## src/dcrsb_pkg.sv

```systemverilog
// Constants and types for the digital core rate select bank.
// Assumes a single system clock and a simple word-wide register port from the host control logic.
package dcrsb_pkg;

   // =====================================================================
   // Widths and counts
   localparam int unsigned DCRSB_ADDR_W   = 16;
   localparam int unsigned DCRSB_DATA_W   = 16;
   localparam int unsigned DCRSB_SEL_W    = 4;
   localparam int unsigned DCRSB_NUM_SEL  = 14;
   localparam int unsigned DCRSB_NUM_BUSR = 6;

   // =====================================================================
   // Register offsets (word addresses on the host control port)
   localparam logic [15:0] DCRSB_OFS_BUS_RATE_RX6_RX5  = 16'h05e7;
   localparam logic [15:0] DCRSB_OFS_BUS_RATE_RX8_RX7  = 16'h05e8;
   localparam logic [15:0] DCRSB_OFS_BUS_RATE_TX2_TX1  = 16'h05e9;
   localparam logic [15:0] DCRSB_OFS_BUS_RATE_TX4_TX3  = 16'h05ea;
   localparam logic [15:0] DCRSB_OFS_BUS_RATE_TX6_TX5  = 16'h05eb;
   localparam logic [15:0] DCRSB_OFS_BUS_RATE_TX8_TX7  = 16'h05ec;
   localparam logic [15:0] DCRSB_OFS_EFFECTS_GROUP_CTL = 16'h0e00;
   localparam logic [15:0] DCRSB_OFS_DSP_CORE_ONE_CTL  = 16'h1100;

   // =====================================================================
   // Field positions (low bit of each 4-bit selector)
   localparam int unsigned DCRSB_POS_EVEN_CH = 11;
   localparam int unsigned DCRSB_POS_ODD_CH  = 3;
   localparam int unsigned DCRSB_POS_GROUP   = 12;

   // Selector slots: 0..3 rx5..rx8, 4..11 tx1..tx8, 12 effects group, 13 dsp core one
   localparam int unsigned DCRSB_IDX_EFFECTS = 12;
   localparam int unsigned DCRSB_IDX_DSP     = 13;

   // =====================================================================
   // Reset values and rate codes
   localparam logic [3:0]  DCRSB_SEL_RST   = 4'h0;
   localparam logic [15:0] DCRSB_REG_RST   = 16'h0000;
   localparam logic [3:0]  DCRSB_CODE_SYS1 = 4'h0;
   localparam logic [3:0]  DCRSB_CODE_SYS2 = 4'h1;
   localparam logic [3:0]  DCRSB_CODE_SYS3 = 4'h2;
   localparam logic [3:0]  DCRSB_CODE_ASY1 = 4'h8;
   localparam logic [3:0]  DCRSB_CODE_ASY2 = 4'h9;

   // =====================================================================
   // Host register request
   typedef struct packed {
      logic [15:0] addr;
      logic        wr;
      logic        rd;
      logic [15:0] wdata;
   } dcrsb_req_t;

   // Decoded selector: which clock domain, which rate of that domain, code defined
   typedef struct packed {
      logic       valid;
      logic       async_dom;
      logic [1:0] rate_num;
   } dcrsb_dec_t;

endpackage

```

## src/dcrsb_top.sv

```systemverilog
// Rate selector register bank: stores the 4-bit rate codes of bus channels,
// effects group and dsp core one, and drives them out decoded per path.
// Assumes HOST_REQ comes from host control logic on SYS_CLK, one access per cycle.
module dcrsb_top
   import dcrsb_pkg::*;
(
   input  wire logic                                    SYS_CLK,
   input  wire logic                                    RST_N,
   input  wire dcrsb_req_t                              HOST_REQ,
   output logic       [DCRSB_DATA_W-1:0]                RD_DATA,
   output logic                                         RD_ACK,
   output logic       [DCRSB_NUM_SEL-1:0][DCRSB_SEL_W-1:0] RATE_SEL,
   output logic       [DCRSB_NUM_SEL-1:0]               PATH_ASYNC,
   output logic       [DCRSB_NUM_SEL-1:0][1:0]          RATE_NUM,
   output logic       [DCRSB_NUM_SEL-1:0]               CODE_VALID
);

   // =====================================================================
   // Decoding helpers
   function automatic dcrsb_dec_t decode_rate(input logic [3:0] code);
      dcrsb_dec_t d;
      d = '0;
      unique case (code)
         DCRSB_CODE_SYS1: d = '{valid: 1'b1, async_dom: 1'b0, rate_num: 2'h0};
         DCRSB_CODE_SYS2: d = '{valid: 1'b1, async_dom: 1'b0, rate_num: 2'h1};
         DCRSB_CODE_SYS3: d = '{valid: 1'b1, async_dom: 1'b0, rate_num: 2'h2};
         DCRSB_CODE_ASY1: d = '{valid: 1'b1, async_dom: 1'b1, rate_num: 2'h0};
         DCRSB_CODE_ASY2: d = '{valid: 1'b1, async_dom: 1'b1, rate_num: 2'h1};
         // Reserved codes still pick a domain from bit 3 so no path floats
         default:         d = '{valid: 1'b0, async_dom: code[3], rate_num: 2'h0};
      endcase
      return d;
   endfunction

   // Bus register index 0..5, or 7 when not a bus register
   function automatic logic [2:0] bus_index(input logic [15:0] a);
      logic [15:0] k;
      k = a - DCRSB_OFS_BUS_RATE_RX6_RX5;
      if (a >= DCRSB_OFS_BUS_RATE_RX6_RX5 && a <= DCRSB_OFS_BUS_RATE_TX8_TX7) begin
         return k[2:0];
      end
      return 3'h7;
   endfunction

   // =====================================================================
   // Selector storage
   logic [DCRSB_NUM_SEL-1:0][DCRSB_SEL_W-1:0] sel_r;
   logic [DCRSB_NUM_SEL-1:0][DCRSB_SEL_W-1:0] sel_nxt;
   logic [2:0]                                 wr_bidx;
   logic                                       wr_bus;

   assign wr_bidx = bus_index(HOST_REQ.addr);
   assign wr_bus  = HOST_REQ.wr && (wr_bidx != 3'h7);

   always_comb begin
      sel_nxt = sel_r;
      // Values are stored exactly as written; reserved codes are flagged, not corrected
      if (wr_bus) begin
         sel_nxt[{wr_bidx, 1'b0}] = HOST_REQ.wdata[DCRSB_POS_ODD_CH +: DCRSB_SEL_W];
         sel_nxt[{wr_bidx, 1'b1}] = HOST_REQ.wdata[DCRSB_POS_EVEN_CH +: DCRSB_SEL_W];
      end
      if (HOST_REQ.wr && HOST_REQ.addr == DCRSB_OFS_EFFECTS_GROUP_CTL) begin
         sel_nxt[DCRSB_IDX_EFFECTS] = HOST_REQ.wdata[DCRSB_POS_GROUP +: DCRSB_SEL_W];
      end
      if (HOST_REQ.wr && HOST_REQ.addr == DCRSB_OFS_DSP_CORE_ONE_CTL) begin
         sel_nxt[DCRSB_IDX_DSP] = HOST_REQ.wdata[DCRSB_POS_GROUP +: DCRSB_SEL_W];
      end
   end

   always_ff @(posedge SYS_CLK or negedge RST_N) begin
      if (!RST_N) begin
         sel_r <= {DCRSB_NUM_SEL{DCRSB_SEL_RST}};
      end else begin
         sel_r <= sel_nxt;
      end
   end

   // =====================================================================
   // Path outputs, registered from the next selector values so they track sel_r
   logic [DCRSB_NUM_SEL-1:0]      async_nxt;
   logic [DCRSB_NUM_SEL-1:0][1:0] num_nxt;
   logic [DCRSB_NUM_SEL-1:0]      valid_nxt;

   always_comb begin
      dcrsb_dec_t d;
      d = '0;
      for (int i = 0; i < DCRSB_NUM_SEL; i++) begin
         d            = decode_rate(sel_nxt[i]);
         async_nxt[i] = d.async_dom;
         num_nxt[i]   = d.rate_num;
         valid_nxt[i] = d.valid;
      end
   end

   always_ff @(posedge SYS_CLK or negedge RST_N) begin
      if (!RST_N) begin
         RATE_SEL   <= {DCRSB_NUM_SEL{DCRSB_SEL_RST}};
         PATH_ASYNC <= '0;
         RATE_NUM   <= '0;
         CODE_VALID <= '1;
      end else begin
         RATE_SEL   <= sel_nxt;
         PATH_ASYNC <= async_nxt;
         RATE_NUM   <= num_nxt;
         CODE_VALID <= valid_nxt;
      end
   end

   // =====================================================================
   // Read port: data one cycle after the request, unmapped reads as zero
   logic [DCRSB_DATA_W-1:0] rd_nxt;
   logic [2:0]              rd_bidx;

   always_comb begin
      rd_bidx = bus_index(HOST_REQ.addr);
      rd_nxt  = DCRSB_REG_RST;
      if (HOST_REQ.rd) begin
         if (rd_bidx != 3'h7) begin
            rd_nxt[DCRSB_POS_ODD_CH +: DCRSB_SEL_W]  = sel_r[{rd_bidx, 1'b0}];
            rd_nxt[DCRSB_POS_EVEN_CH +: DCRSB_SEL_W] = sel_r[{rd_bidx, 1'b1}];
         end else if (HOST_REQ.addr == DCRSB_OFS_EFFECTS_GROUP_CTL) begin
            rd_nxt[DCRSB_POS_GROUP +: DCRSB_SEL_W] = sel_r[DCRSB_IDX_EFFECTS];
         end else if (HOST_REQ.addr == DCRSB_OFS_DSP_CORE_ONE_CTL) begin
            rd_nxt[DCRSB_POS_GROUP +: DCRSB_SEL_W] = sel_r[DCRSB_IDX_DSP];
         end
      end
   end

   always_ff @(posedge SYS_CLK or negedge RST_N) begin
      if (!RST_N) begin
         RD_DATA <= DCRSB_REG_RST;
         RD_ACK  <= 1'b0;
      end else begin
         RD_DATA <= rd_nxt;
         RD_ACK  <= HOST_REQ.rd;
      end
   end

   // =====================================================================
   // Checks
   logic boot_r;

   always_ff @(posedge SYS_CLK or negedge RST_N) begin
      if (!RST_N) begin
         boot_r <= 1'b0;
      end else begin
         boot_r <= 1'b1;
      end
   end
endmodule

```

## config.mk

```make
export PLATFORM = sky130hd
export DESIGN_NAME = dcrsb_top
export DESIGN_NICKNAME = d
export VERILOG_FILES = /design/src/dcrsb_pkg.sv /design/src/dcrsb_top.sv
export SDC_FILE = /design/constraint.sdc
export NUM_CORES = 1
export LEC_CHECK = 0
export BUFFER_PORTS_ARGS = -buffer_cell sky130_fd_sc_hd__buf_4
export CORE_ASPECT_RATIO = 0.9
export CORE_MARGIN = 5
export CORE_UTILIZATION = 46
export DETAILED_ROUTE_END_ITERATION = 10
export PLACE_DENSITY = 0.81
export SYNTH_ARGS = -nofsm -noshare
export SYNTH_HDL_FRONTEND = slang
export SYNTH_SLANG_ARGS = --single-unit
```

## constraint.sdc

```tcl
create_clock -name SYS_CLK -period 1.7 [get_ports SYS_CLK]
set_clock_uncertainty 0.1 [all_clocks]
set_input_delay 0.17 -clock SYS_CLK [delete_from_list [all_inputs] [get_ports SYS_CLK]]
set_output_delay 0.17 -clock SYS_CLK [all_outputs]
set_load 0.02 [all_outputs]
```

==> out/qor.yml <==
status: "finished, violations left"
violations: "negative setup slack"
cp_slowest_cell: "or4_4"
dpl.cell_count: 899
drt_iter0_markers: 539
synth_area_leaders: "dfrtp_1 (46%), nand2_1 (6.5%), dfstp_2 (6.3%), mux2_1 (4.1%), mux2i_1 (3.6%)"
rsz0062_at_grt: "true"
cp_cell_sequence: "buf_12 > inv_16 > ha_4 > nand3b_1 > and4b_2 > nand2_4 > buf_6 > or4_4 > clkbuf_16 > mux2_4"
netlist_area_um2: 5827
io_pins: 165
drc: 0
async_flop_share_pct: 100.0
layout.cells.non_filler: 958
worstPathMaxFanout: 6
met2_length_um: 9759
worstMarginPinSlew_ns: 0.6115
slew_viol_final: 0
nets: 820
worst_slack_ns: -0.1236
peakVddDrop_uv: 621.9
antenna_cells: 0
die_x_um: 128.6
routed.top_layer: "met4"
clkTransAtPathRegs_ns: 0.06
cp.arrival_ns: 2.03
clock-sinks: 122
cp.required_ns: 1.90
syn_avg_cell_area_um2: 10.65
cts.htree.levels: 4
critPathLaunchType: "input port"
clockBufferDepth: 2
synthDistinctLibCells: 64
yosys_warnings: 0
r2r_start: "RATE_SEL[45]"
routedWlPerCell_um: 21.30
path_class: "input port to register"
grt_pass1_vias: 5390
route.vias.total: 5463
cts_buffers: 17
setup_violations: 51
synth_ff_type: "dfrtp_1"
die-area_um2: 15020
hold_class: "input port to asynchronous set/reset pin"
grt_pass1_wl_um: 30200
synth_top_area_share_pct: 46.38
slowest_delay_ns: 0.47
core_area_um2: 12540
cellLeakagePower_nw: 4.551
rows: 39
maxCapViolCount: 0
cp_num_buf_inv: 4
power_density_nw_per_um2: 771.8
post-place-ws_ns: -0.6255
start_util_pct: 46.46
min_period_over_period_pct: 107.3
syn-instance-count: 547
timing.hold.ws_ns: 0.08510
cts_tree: "built"
gr-total-overflow: 0
relSlewSlack_pct: 58.92
hold_violations: 0
ant_nets: 0
firstDrtPassIters: 5
synthToLayoutAreaGrowth_pct: 52.50
synth_edf_count: 0
cts_root_buf: "clkbuf_16"
clkLatencyLatePin_ns: 0.42
antenna_found_initial: 0
place_congestion: 0.8885
wirelength_um: 20400
tns_ns: -3.416
cp_top_family: "simple AND/OR/NAND/NOR gates"
ys_ff_latch: 122
clock.fmax_mhz: 548.4
grt_max_degree: 48
drt-met1-wl_um: 8599
layout-drive-gt1-share_pct: 49.12
die_h_um: 116.8
grtUsageTotal_pct: 26.28
critical_path.startpoint: "HOST_REQ[18]"
dr_wl_met3_um: 1640
vias_per_cell: 5.703
critPathCaptureType: "register"
finalCriticalPeriod_ns: 1.824
seq_area_frac_synth_pct: 52.69
place_hpwl_um: 13520
synth_top_area_cell: "dfrtp_1"
port_buffers: 150
[timing repair]
action                     4_1_cts  5_1_grt
hold endpoints to repair       135        0
cloned                           1        2
pin swaps                       13       13
setup buffers                   12        5
resized for setup               33       51
hold buffers                    11        0
setup endpoints to repair       80      101
[power breakdown]
group          internal [W]  total [W]  switching [W]  leakage, nW
clock network       0.00218    0.00345        0.00127        0.267
logic              0.000185   0.000493       0.000308         2.63
registers           0.00291    0.00291     0.00000167         1.65
total               0.00528    0.00686        0.00158         4.55
[layout by cell type, fill, tap and decap left out, types with 4 or more instances in the layout]
master         instances
conb_1                 7
buf_4                215
dlygate4sd3_1         11
a21oi_2                7
buf_6                 11
o21ai_1                8
nor4b_1                7
a22oi_1                4
inv_1                  5
nor3_4                 4
a221oi_1               5
o2111ai_2              4
mux2_1                 8
o21ai_2                6
nand2_1               95
or4_4                  4
buf_12                 7
dfrtp_1              108
nor3_1                 9
clkbuf_16             19
clkbuf_1               5
nand3_4                4
mux2i_1               21
nor2_1                20
mux2_2                12
nand2_2                5
dfstp_2               14
nor3_2                 4
nand3_1               13
nand3b_1              14
nand4_1                4
o21ai_0               28
mux2_4                22
and4b_2                5
[logic make-up (layout without fill, tap and decap cells)]
group,count (synthesis),in the layout,synth area share (%)
flip-flops,122,122,52.69
buffers and inverters,46,286,4.381
AND/OR/NAND/NOR,222,223,20.76
multiplexers,63,63,11.92
XOR/XNOR,2,2,0.3007
other,1,7,0.06436
adder cells (fa/ha/maj),2,2,0.4294
AO/OA/AOI/OAI,89,89,9.448
[synthesized netlist by cell type (10+ instances only)]
| master | instances |
|---|---|
| nor3_1 | 14 |
| dfstp_2 | 14 |
| dfrtp_1 | 108 |
| nor2_1 | 22 |
| nand3b_1 | 14 |
| mux2_2 | 18 |
| mux2_1 | 21 |
| nand3_1 | 15 |
| o21ai_0 | 40 |
| mux2i_1 | 21 |
| a21oi_1 | 10 |
| clkbuf_1 | 21 |
| nand2_1 | 101 |
[registers in the layout, indices dropped and copies added (netlist names)]
name,cells
CODE_VALID,14
PATH_ASYNC,14
RATE_NUM,28
RATE_SEL,56
RD_ACK,1
RD_DATA,9
[path summary, 6_finish.rpt]
kind | endpoint | slack, ns | cells after the start
setup / recovery | RATE_SEL[42] | -0.12 | 10
hold / removal | RATE_NUM[22] | 0.09 | 2
hold reg to reg | RATE_NUM[7] | 0.49 | 2
max in group asynchronous | CODE_VALID[6] | 0.80 | 3
min in group SYS_CLK | RD_DATA[15] | 0.09 | 5
setup reg to reg | RD_DATA[12] | 0.09 | 5
[cell type report]
class,instances,area [um^2]
Timing Repair Buffer,248,2068
Clock inverter,8,98.84
Inverter,7,45.04
Clock buffer,23,457.9
Multi-Input combinational cell,386,2940
Sequential cell,122,3070
Fill cell,851,3655
Tap cell,164,205.2
[through the flow]
stage	utilization, %	area, um^2	total power (W)
floorplan	-	6007	0.003136
global placement	61.13	7666	0.003383
detailed placement	61.13	7666	0.003390
CTS	68.46	8586	0.006859
global route	70.86	8886	0.007064
finish	70.86	8886	0.006858
[layer usage]
metal / track usage, % / up-vias
met3: 6.352 / 36
met2: 40.89 / 286
met4: 9.587 / 0
met1: 36.21 / 2732
met5: 0 / -
li1: - / 2409
No activity file was read; power rests on OpenSTA's default activity.
